<file path="config.mk">
export PLATFORM = sky130hd
export DESIGN_NAME = opm_top
export DESIGN_NICKNAME = d
export VERILOG_FILES = /design/src/hw/opm_pkg.sv /design/src/hw/opm_top.sv
export SDC_FILE = /design/constraint.sdc
export NUM_CORES = 1
export LEC_CHECK = 0
export BUFFER_PORTS_ARGS = -buffer_cell sky130_fd_sc_hd__buf_2
export CAP_MARGIN = 20
export CELL_PAD_IN_SITES_DETAIL_PLACEMENT = 1
export CELL_PAD_IN_SITES_GLOBAL_PLACEMENT = 1
export CORE_MARGIN = 2
export CORE_UTILIZATION = 38
export DETAILED_ROUTE_END_ITERATION = 10
export GPL_TIMING_DRIVEN = 0
export PLACE_DENSITY_LB_ADDON = 0.1
export RECOVER_POWER = 50
export SYNTH_ARGS = -nofsm -noshare
export SYNTH_HDL_FRONTEND = slang
export SYNTH_SLANG_ARGS = --single-unit
</file>
<file path="constraint.sdc">
create_clock -name clk_i -period 2.9 [get_ports clk_i]
set_input_delay 0.29 -clock clk_i [delete_from_list [all_inputs] [get_ports clk_i]]
set_output_delay 0.29 -clock clk_i [all_outputs]
set_load 0.05 [all_outputs]
</file>
<file path="src/hw/opm_pkg.sv">
// Package with register map, field layout and timing constants of the optical port modulator.
`default_nettype none
package opm_pkg;
   // ==========================================================================
   // Register map
   // ==========================================================================
   // Printed offsets are not multiples of four, so they are indices; byte address is four times the index.
   localparam logic [15:0] TX_CTRL_IDX   = 16'h2456;
   localparam logic [15:0] RXDUTY_IDX    = 16'h2457;
   localparam int          ADDR_W        = 18;
   localparam logic [7:0]  TX_CTRL_RST   = 8'h00;
   localparam logic [7:0]  RXDUTY_RST    = 8'h00;
   // Field positions.
   localparam int TXINV_BIT   = 0;
   localparam int TXMOD_BIT   = 1;
   localparam int TXSEL_LO    = 2;
   localparam int RXINV_BIT   = 1;
   localparam int DUTY_LO     = 4;
   localparam logic [1:0] TXSEL_SERIAL = 2'h0;
   // ==========================================================================
   // Timing
   // ==========================================================================
   localparam int CLK_HZ     = 200_000_000;
   localparam int CARRIER_HZ = 38_000;
   localparam int CARRIER_CYC = CLK_HZ / CARRIER_HZ;
   // Decoded control fields.
   typedef struct packed {
      logic [1:0] tx_sel;
      logic       tx_mod;
      logic       tx_inv;
      logic       rx_inv;
      logic [1:0] duty;
   } opm_ctrl_t;
endpackage
`default_nettype wire

</file>
<file path="src/hw/opm_top.sv">
// Optical port modulator: pin select, polarity inversion and carrier gating of the second serial port.
//
// Our own choice: the Wishbone register port.
`default_nettype none
module opm_top #(
   parameter int CARRIER_CYCLES = opm_pkg::CARRIER_CYC
) (
   input  wire logic        clk_i,
   input  wire logic        rst_i,
   input  wire logic        wb_cyc_i,
   input  wire logic        wb_stb_i,
   input  wire logic        wb_we_i,
   input  wire logic [17:0] wb_adr_i,
   input  wire logic [3:0]  wb_sel_i,
   input  wire logic [31:0] wb_dat_i,
   output logic      [31:0] wb_dat_o,
   output logic             wb_ack_o,
   input  wire logic        uart_tx_i,
   output logic             uart_rx_o,
   input  wire logic        sys_power_i,
   input  wire logic        brownout_battery_mode_i,
   output logic             optical_transmit_pin_o,
   output logic             optical_transmit_active_o,
   input  wire logic        optical_receive_pin_i
);
   // The carrier counter is 16 bits wide and the shortest low phase is one sixteenth of a period.
   if (CARRIER_CYCLES < 16 || CARRIER_CYCLES > 65535) begin : g_bad_carrier
      $error("CARRIER_CYCLES out of range");
   end

   // ==========================================================================
   // Wishbone slave
   // ==========================================================================
   logic [7:0]  tx_ctrl_q;
   logic [7:0]  rxduty_q;
   logic        ack_q;
   logic [31:0] rdat_q;
   opm_pkg::opm_ctrl_t ctl;

   // Address decode; byte lane 0 carries the 8-bit registers.
   wire       req     = wb_cyc_i & wb_stb_i & ~ack_q;
   wire       hit_tx  = wb_adr_i == {opm_pkg::TX_CTRL_IDX, 2'b00};
   wire       hit_rx  = wb_adr_i == {opm_pkg::RXDUTY_IDX, 2'b00};
   wire       wr_lane = req & wb_we_i & wb_sel_i[0];
   wire [7:0] rd_byte = hit_tx ? tx_ctrl_q : (hit_rx ? rxduty_q : 8'h00);

   // Register writes and a one-cycle registered acknowledge.
   always_ff @(posedge clk_i) begin
      if (rst_i) begin
         tx_ctrl_q <= opm_pkg::TX_CTRL_RST;
         rxduty_q  <= opm_pkg::RXDUTY_RST;
         ack_q     <= 1'b0;
         rdat_q    <= 32'h0000_0000;
      end else begin
         ack_q  <= req;
         rdat_q <= req ? {24'h00_0000, rd_byte} : rdat_q;
         if (wr_lane && hit_tx) tx_ctrl_q <= wb_dat_i[7:0];
         if (wr_lane && hit_rx) rxduty_q  <= wb_dat_i[7:0];
      end
   end
   assign wb_ack_o = ack_q;
   assign wb_dat_o = rdat_q;

   // Field extraction.
   assign ctl = '{tx_sel: tx_ctrl_q[opm_pkg::TXSEL_LO +: 2],
                  tx_mod: tx_ctrl_q[opm_pkg::TXMOD_BIT],
                  tx_inv: tx_ctrl_q[opm_pkg::TXINV_BIT],
                  rx_inv: rxduty_q[opm_pkg::RXINV_BIT],
                  duty:   rxduty_q[opm_pkg::DUTY_LO +: 2]};

   // ==========================================================================
   // Carrier generator
   // ==========================================================================
   logic [15:0] car_cnt_q;
   wire  [15:0] period   = 16'(CARRIER_CYCLES);
   // The shift is three bits wide so that code 11 gives a shift of four, not a wrap to zero.
   wire  [2:0]  duty_sh  = {1'b0, ctl.duty} + 3'd1;
   wire  [15:0] low_len  = period >> duty_sh;
   wire         car_wrap = car_cnt_q == period - 16'd1;

   // Free-running counter of one carrier period.
   always_ff @(posedge clk_i) begin
      if (rst_i) car_cnt_q <= 16'h0000;
      else       car_cnt_q <= car_wrap ? 16'h0000 : car_cnt_q + 16'd1;
   end

   wire car_low = car_cnt_q < low_len;
   wire mod_on  = ctl.tx_mod & sys_power_i & ~brownout_battery_mode_i;

   // ==========================================================================
   // Pin stage
   // ==========================================================================
   logic tx_q;
   logic rx_q;
   wire  tx_pol = uart_tx_i ^ ctl.tx_inv;
   wire  tx_mod = tx_pol & ~(mod_on & car_low);

   // Output and input registers.
   always_ff @(posedge clk_i) begin
      if (rst_i) begin
         tx_q <= 1'b1;
         rx_q <= 1'b1;
      end else begin
         tx_q <= tx_mod;
         rx_q <= optical_receive_pin_i ^ ctl.rx_inv;
      end
   end
   assign optical_transmit_pin_o    = tx_q;
   assign optical_transmit_active_o = ctl.tx_sel == opm_pkg::TXSEL_SERIAL;
   assign uart_rx_o                 = rx_q;

   // ==========================================================================
   // Assertions
   // ==========================================================================
   a_ack_one_cycle: assert property (@(posedge clk_i) disable iff (rst_i) wb_ack_o |=> !wb_ack_o)
      else $error("ack held too long");
   a_ack_follows_req: assert property (@(posedge clk_i) disable iff (rst_i)
      (wb_cyc_i && wb_stb_i && !wb_ack_o) |=> wb_ack_o) else $error("no ack");
   a_pin_select: assert property (@(posedge clk_i) disable iff (rst_i)
      optical_transmit_active_o == (tx_ctrl_q[3:2] == 2'h0)) else $error("select wrong");
   a_tx_invert: assert property (@(posedge clk_i) disable iff (rst_i)
      !mod_on |=> optical_transmit_pin_o == ($past(uart_tx_i) ^ $past(ctl.tx_inv))) else $error("tx pol");
   a_rx_invert: assert property (@(posedge clk_i) disable iff (rst_i)
      1'b1 |=> uart_rx_o == ($past(optical_receive_pin_i) ^ $past(ctl.rx_inv))) else $error("rx pol");
   a_carrier_low: assert property (@(posedge clk_i) disable iff (rst_i)
      (mod_on && car_cnt_q == 16'h0000) |=> !optical_transmit_pin_o) else $error("no carrier");
   a_brownout_off: assert property (@(posedge clk_i) disable iff (rst_i)
      (brownout_battery_mode_i && uart_tx_i && !ctl.tx_inv) |=> optical_transmit_pin_o) else $error("brownout mod");
   a_duty_len: assert property (@(posedge clk_i) disable iff (rst_i)
      low_len == ((rxduty_q[5:4] == 2'h0) ? (period >> 1) : (rxduty_q[5:4] == 2'h1) ? (period >> 2) :
                  (rxduty_q[5:4] == 2'h2) ? (period >> 3) : (period >> 4))) else $error("duty length");
   a_duty_high: assert property (@(posedge clk_i) disable iff (rst_i)
      (mod_on && car_cnt_q == period - 16'd1 && uart_tx_i && !ctl.tx_inv) |=> optical_transmit_pin_o)
      else $error("duty high");
   a_period_wrap: assert property (@(posedge clk_i) disable iff (rst_i)
      car_wrap |=> car_cnt_q == 16'h0000) else $error("period wrap");

   c_write: cover property (@(posedge clk_i) wb_ack_o && wb_we_i);
   c_modulated: cover property (@(posedge clk_i) mod_on && car_low);
   c_brownout: cover property (@(posedge clk_i) ctl.tx_mod && brownout_battery_mode_i);
   c_duty_min: cover property (@(posedge clk_i) mod_on && ctl.duty == 2'h3);
endmodule
`default_nettype wire

</file>
# == Word-level counts from Yosys, hierarchy flattened ==
# Cells that the tools add are included.
# W data, S select, Z words.
# totals
regBits,43
in_bits,63
elab_cells,33
# op_classes
add_sub_neg,2
shift,1
eq_ne,3
n_reduce_logical,4
n_mux,2
n_bitwise,13
order_cmp,1
# ops
op,n
$eq A18 B16 Y1 const B,2
$add A16 B1 Y16 const B,1
$eq A16 B13 Y1 const B,1
$lt A16 B16 Y1,1
$mux W8,2
$shr A13 B3 Y16 const A,1
$and A1 B1 Y1,8
$add A2 B1 Y3 const B,1
$not A1 Y1,3
$logic_and A1 B1 Y1,2
$logic_not A2 Y1,1
$reduce_or A2 Y1,1
$xor A1 B1 Y1,2

# == Depth between registers and ports, before layout ==
# Gate-level depths: netlist of the first run.
# depth
depth_word,6
mapped_depth,8
depth_no_buf,8

# == Worst setup path before layout of the first run ==
# No wires, ideal clock.
# synth_timing
path_kind,reg-to-reg
startpoint,register ack_q (netlist: wb_ack_o)
endpoint,register rxduty_q[4]
stages_incl_launch_ff,7
t_arrival_ps,1623
period_less_slack_ps,1755
setup_slack_ps,1145
path_buffers,2
setup_time_ps,132
path_cell_list,dfxtp_1 -> nand3b_1 -> buf_2 -> nand4b_2 -> buf_2 -> o31ai_1 -> a21oi_1
# synth_via
elab_chain_len,5
# synth_rtl
element,line,source
start: declaration,opm_top.sv:36,logic ack_q;
start signal: assignment,opm_top.sv:55,ack_q <= req;
$not A1 Y1,opm_top.sv:41,wire req = wb_cyc_i & wb_stb_i & ~ack_q;
$and A1 B1 Y1,opm_top.sv:41,
$and A1 B1 Y1 (2 in a row),opm_top.sv:44,wire wr_lane = req & wb_we_i & wb_sel_i[0];
$logic_and A1 B1 Y1,opm_top.sv:58,if (wr_lane && hit_rx) rxduty_q <= wb_dat_i[7:0];
end signal: assignment,opm_top.sv:51,rxduty_q <= opm_pkg::RXDUTY_RST;
end signal: assignment,opm_top.sv:58,
end: declaration,opm_top.sv:35,logic [7:0] rxduty_q;
# Every way passes these cells.
# A chain may end at the register's enable or synchronous reset.

# == Worst setup path in the final report of the first run ==
# Ends and elaborated chain as after synthesis.

==> qor.yml, run 1 <==
sta:
  setup_tns_ps: 0
  finalCriticalPeriod_ps: 2023
  fmax_mhz: 494.4
  finalHoldViolations: 0
  slew_viol_final: 0
  worst_clock_skew_ps: 4.912
  timing.slew.headroom_pct: 59.58
  setup_violations: 0
  holdWs_ps: 210.1
  period_share_pct: 69.74
  setup_ws_ps: 877.4
  worstMarginPinSlew_ps: 608.8
  grt_setup_unrepaired: "no"
die:
  die_width_um: 85.09
  start_util_pct: 39.35
  die_h_um: 85.09
  dieArea_mm2: 0.007240
  core_mm2: 0.006350
  rows: 29
  io_pins: 99
yosys:
  yosysWarnings: 0
  synth_flop_cell: "dfxtp_1"
  netlist_area_mm2: 0.002499
  yosysSeqAreaShare_pct: 34.45
  synthArstFlopShare_pct: 0
  synth.distinct_cells: 41
  synth_cells: 282
  syn_avg_cell_area_um2: 8.860
  synth_enable_flop_cells: 0
  ys_seq_elements: 43
final_layout:
  fin_area_mm2: 0.003019
  antennaDiodeCount: 0
  instances_no_fill: 436
  multiInputGateArea_mm2: 0.001404
  layout-drive-gt1-share_pct: 23.68
  syn2layout_area_growth_pct: 20.83
  finalNetCount: 438
  final-seq-area_um2: 860.8
  fin_util_pct: 47.55
  fill_cells: 818
setup_path:
  max_stage_delay_ps: 450
  critPathCaptureType: "flop"
  cp.required_ps: 3070
  path_class: "reg2reg"
  crit_path_top_delay_cell: "nand4b_1"
  setup.worst_path.start_class: "flop"
  critPathMaxFanout: 10
  path_cells: "nand3b_1, clkbuf_1, nand4b_1, buf_2, o31ai_1, a21oi_1"
  critPathArrivalTime_ps: 2190
route:
  wl_mm: 6.475
  num_vias: 2279
  drt-initial-drc-count: 67
  routed_via_density: 5.227
  postRouteAntennaNets: 0
  avgRoutedWirePerCell_um: 14.85
  drt_first_pass_iters: 4
  drc: 0
global_routing:
  grt_overflow: 0
  grt_pass1_vias: 2156
  grt.total_usage_pct: 18.26
  grt_start_max_net_pins: 14
  antenna_found_initial: 0
  grt_pass1_wl_mm: 10.67
cts:
  cts_tree: "done"
  post_cts_buffers: 0
  cts_buffers: 5
  clk_latency_ps: 300
  hold_buffers: 0
  root_buffer: "clkbuf_8"
  cts_num_sinks: 43
  clkTransAtPathRegs_ps: 80
  clockBufferDepth: 2
  cts_resized: 0
  htree_levels: 2
status:
  status: "completed"
run:
  drv_cap: 0
placed_design:
  post_dp_cell_area_mm2: 0.002912
  dp_slack_ps: 1004
  place_inst: 428
  dp.final_hpwl_mm: 5.000
  portBuffers: 46
  routabilityCongestion: 0.8247
pwr:
  finalPower_mw: 1.341
  power_density_mw_per_mm2: 444.1
  p_leak_nw: 1.237
  ir_worst_vdd_v: 0.0002194
worst_hold_path:
  hold_path_class: "in2reg"
-- path summary, 6_finish.rpt --
check | endpoint | slack, ps | startpoint | cells after the start
setup / recovery | rxduty_q[4]$_SDFFE_PP0P_ | 880 | wb_ack_o$_SDFF_PP0_ | 6
hold / removal | uart_rx_o$_SDFF_PP1_ | 210 | optical_receive_pin_i | 3
hold reg to reg | tx_ctrl_q[6]$_SDFFE_PP0P_ | 470 | tx_ctrl_q[6]$_SDFFE_PP0P_ | 2
setup reg to reg | rxduty_q[4]$_SDFFE_PP0P_ | 880 | wb_ack_o$_SDFF_PP0_ | 6
-- synth_stat cells (3+ instances only) --
cell type / count / share of area [%]
a32oi_1: 8 / 2.8
clkbuf_1: 6 / 0.90
buf_4: 26 / 7.8
xnor2_1: 11 / 3.9
nor4_1: 4 / 1.0
a21oi_1: 16 / 3.2
xor2_1: 5 / 1.8
nor3_1: 5 / 1.0
nand3_1: 6 / 1.2
mux2_2: 8 / 3.6
buf_2: 5 / 1.0
a211oi_1: 3 / 0.90
o31ai_1: 17 / 5.1
ha_1: 17 / 8.5
nand4_1: 26 / 6.5
nand2_1: 7 / 1.1
inv_1: 10 / 1.5
nor2_1: 35 / 5.3
dfxtp_1: 43 / 34
and4_1: 3 / 1.1
-- final cells by class --
cell class                 instances  area share (%)
buffer                            41           9.076
clock buffer                       6           2.404
clock inverter                     2           1.989
inverter                          10           1.243
multi-input combinational        211           46.50
sequential                        43           28.51
tap                               77           3.191
timing repair buffer              46           7.087
-- logic make-up (layout without fill, tap and decap cells) --
kind of cell	after synthesis	in the layout	share of synthesized area [%]
simple gates	97	97	21.18
buf+inv	51	105	12.57
compound gates	49	49	13.92
flops	43	43	34.45
fa+ha+maj	17	17	8.513
xor+xnor	16	16	5.608
mux	8	8	3.606
other cells	1	24	0.1501
-- placed cells by master (no fill, tap or decap), types with 5 or more instances in the layout --
cell,synthesis,final
conb_1,1,24
xnor2_1,11,11
nand2_1,7,7
nor2_1,35,35
inv_1,10,10
dfxtp_1,43,43
o31ai_1,17,17
nor3_1,5,5
clkbuf_1,6,22
buf_2,5,36
ha_1,17,17
nand4_1,26,26
clkbuf_8,1,6
buf_4,26,26
mux2_2,8,8
a21oi_1,16,16
xor2_1,5,5
a32oi_1,8,8
nand3_1,6,6
-- sequential cells by signal, summed over array words and instances (netlist names) --
signal                  flops
wb_ack_o                    1
uart_rx_o                   1
rxduty_q                    8
wb_dat_o                    8
car_cnt_q                  16
tx_ctrl_q                   8
optical_transmit_pin_o      1
-- per-layer routing --
metal	GRT usage (%)	share of wire, %	up-vias
met5	0	0	-
met4	4.762	1.2	0
met3	3.307	6.0	6
met2	29.05	45	81
met1	25.55	47	1060
li1	-	-	1132
-- power by group --
group | internal (mW) | switching (mW)
Clock | 0.344 | 0.215
Combinational | 0.0569 | 0.123
Sequential | 0.595 | 0.00626
Total | 0.997 | 0.344
-- worst max-delay path, delay by kind of cell, from the launching register on --
family | cells | cell delay (ps)
AO/OA/AOI/OAI | 2 | 390
flip-flops | 1 | 310
buffers and inverters | 2 | 560
AND/OR/NAND/NOR | 2 | 620
Power figures use the tool's default switching activity.
==> inputs of run 2 (changes only) <==
--- a/config.mk
+++ b/config.mk
@@ -10,7 +10,7 @@
 export CELL_PAD_IN_SITES_DETAIL_PLACEMENT = 1
 export CELL_PAD_IN_SITES_GLOBAL_PLACEMENT = 1
 export CORE_MARGIN = 2
-export CORE_UTILIZATION = 38
+export CORE_UTILIZATION = 32
 export DETAILED_ROUTE_END_ITERATION = 10
 export GPL_TIMING_DRIVEN = 0
 export PLACE_DENSITY_LB_ADDON = 0.1
==> constraint.sdc (replaced) <==
create_clock -name clk_i -period 1.75 [get_ports clk_i]
set_input_delay 0.175 -clock clk_i [delete_from_list [all_inputs] [get_ports clk_i]]
set_output_delay 0.175 -clock clk_i [all_outputs]
set_load 0.05 [all_outputs]
==> qor.yml, run 2 (same netlist as run 1, synthesis figures left out) <==
setup_path:
  setup.worst_path.start_class: "flop"
  reg2reg_slack_ps: 50
  cp.required_ps: 1940
  critPathArrivalTime_ps: 1890
  critPathCaptureType: "flop"
  critPathMaxFanout: 4
  path_class: "reg2reg"
cts:
  clkTransAtPathRegs_ps: 80
  htree_levels: 2
  clockBufferDepth: 2
  clk_latency_ps: 310
  hold_buffers: 0
  cts_tree: "done"
  root_buffer: "clkbuf_8"
  cts_num_sinks: 43
  cts_buffers: 5
final_layout:
  multiInputGateArea_mm2: 0.001478
  largest_register_ffs: 16
  most-common-layout-cells: "dfxtp_1, buf_2, nor2_1"
  finalNetCount: 442
  syn2layout_area_growth_pct: 25.09
  final-seq-area_um2: 870.8
  layout-drive-gt1-share_pct: 29.48
  largest-register: "car_cnt_q"
  instances_no_fill: 465
  antennaDiodeCount: 0
  layout_commonest_cell: "dfxtp_1"
  fill_cells: 942
global_routing:
  grt_overflow: 0
  antenna_found_initial: 0
  grt.total_usage_pct: 16.25
  grt_start_max_net_pins: 13
  grt_pass1_wl_mm: 11.09
  grt_pass1_vias: 2281
die:
  die_h_um: 92.37
  start_util_pct: 32.67
  dieArea_mm2: 0.008531
  die_width_um: 92.37
  rows: 32
  core_mm2: 0.007647
  io_pins: 99
placed_design:
  routabilityCongestion: 0.7590
  dp_slack_ps: -100.2
  place_inst: 453
  portBuffers: 46
  dp.final_hpwl_mm: 5.027
route:
  num_vias: 2286
  drc: 0
  drt_first_pass_iters: 4
  routed_via_density: 4.916
  postRouteAntennaNets: 0
  wl_mm: 6.606
  avgRoutedWirePerCell_um: 14.21
  drt-initial-drc-count: 37
sta:
  finalCriticalPeriod_ps: 1704
  grt_setup_unrepaired: "yes"
  worstMarginPinSlew_ps: 606.1
  fmax_mhz: 586.8
  period_share_pct: 97.38
  timing.slew.headroom_pct: 59.45
  setup_violations: 0
  slew_viol_final: 0
  finalHoldViolations: 0
  holdWs_ps: 93.96
  setup_ws_ps: 45.86
  worst_clock_skew_ps: 5.952
pwr:
  power_density_mw_per_mm2: 621.1
  p_leak_nw: 1.265
  ir_worst_vdd_v: 0.0003549
worst_hold_path:
  hold_path_class: "in2reg"
run:
  drv_cap: 0
status:
  status: "completed"
-- run 2: cell types whose count changed in the layout (fill, tap and decap cells not counted), sizes merged --
cell / previous run / this run
clkinv: 0 / 1
buf: 64 / 69
bufinv: 2 / 0
-- run 2: final timing paths --
| check | start | end | cells past startpoint |
|---|---|---|---|
| max | rxduty_q[5]$_SDFFE_PP0P_ | optical_transmit_pin_o$_SDFF_PP1_ | 8 |
| min | optical_receive_pin_i | uart_rx_o$_SDFF_PP1_ | 3 |
| max reg2reg | rxduty_q[5]$_SDFFE_PP0P_ | optical_transmit_pin_o$_SDFF_PP1_ | 8 |
| min reg2reg | rxduty_q[0]$_SDFFE_PP0P_ | rxduty_q[0]$_SDFFE_PP0P_ | 2 |
-- run 2: stage by stage --
stage	TNS [ps]	power (mW)	util (%)	cell area, um^2
2_1_floorplan	0	1.249	-	2586
3_3_place_gp	-180.7	1.319	38.50	2944
3_5_place_dp	-266.8	1.320	38.50	2944
4_1_cts	-28.69	1.958	39.71	3037
5_1_grt	-49.35	2.032	40.87	3126
6_report	0	1.941	40.87	3126
-- run 2: where the power goes --
group | switching [mW] | leakage (nW) | internal (mW)
sequential | 0.0101 | 0.350 | 0.984
combinational | 0.208 | 0.873 | 0.0990
clock | 0.360 | 0.0422 | 0.281
total | 0.577 | 1.27 | 1.36
-- run 2: layer usage --
layer  track usage (%)  share of wire, %  vias up
li1                  -                 -     1136
met1             20.52                45     1096
met2             27.86                49       45
met3             2.766               3.6        9
met4             5.721               1.8        0
met5                 0                 0        -
-- run 2: timing repair --
action | 4_1_cts | 5_1_grt
pin swaps | 1 | 5
endpoints found under the setup margin | 13 | 20
endpoints found under the hold margin | 0 | 0
resized for setup | 3 | 22
setup buffers | 0 | 4
cloned | 0 | 0
-- run 2: cell type report --
| cell class | instances | share of cell area, % |
|---|---|---|
| Clock buffer | 7 | 2.442 |
| Clock inverter | 1 | 0.1601 |
| Buffer | 41 | 9.007 |
| Tap cell | 102 | 4.083 |
| Multi-Input combinational cell | 211 | 47.28 |
| Timing Repair Buffer | 50 | 7.806 |
| Inverter | 10 | 1.361 |
| Sequential cell | 43 | 27.86 |
-- run 2: worst max-delay path, stage by stage, from the launching register on --
cell and delay (ps):
dfxtp_4 360, inv_2 80, ha_1 160, inv_1 70
ha_1 310, a211oi_2 220, nor2_1 70, o31ai_1 220
a31oi_1 110
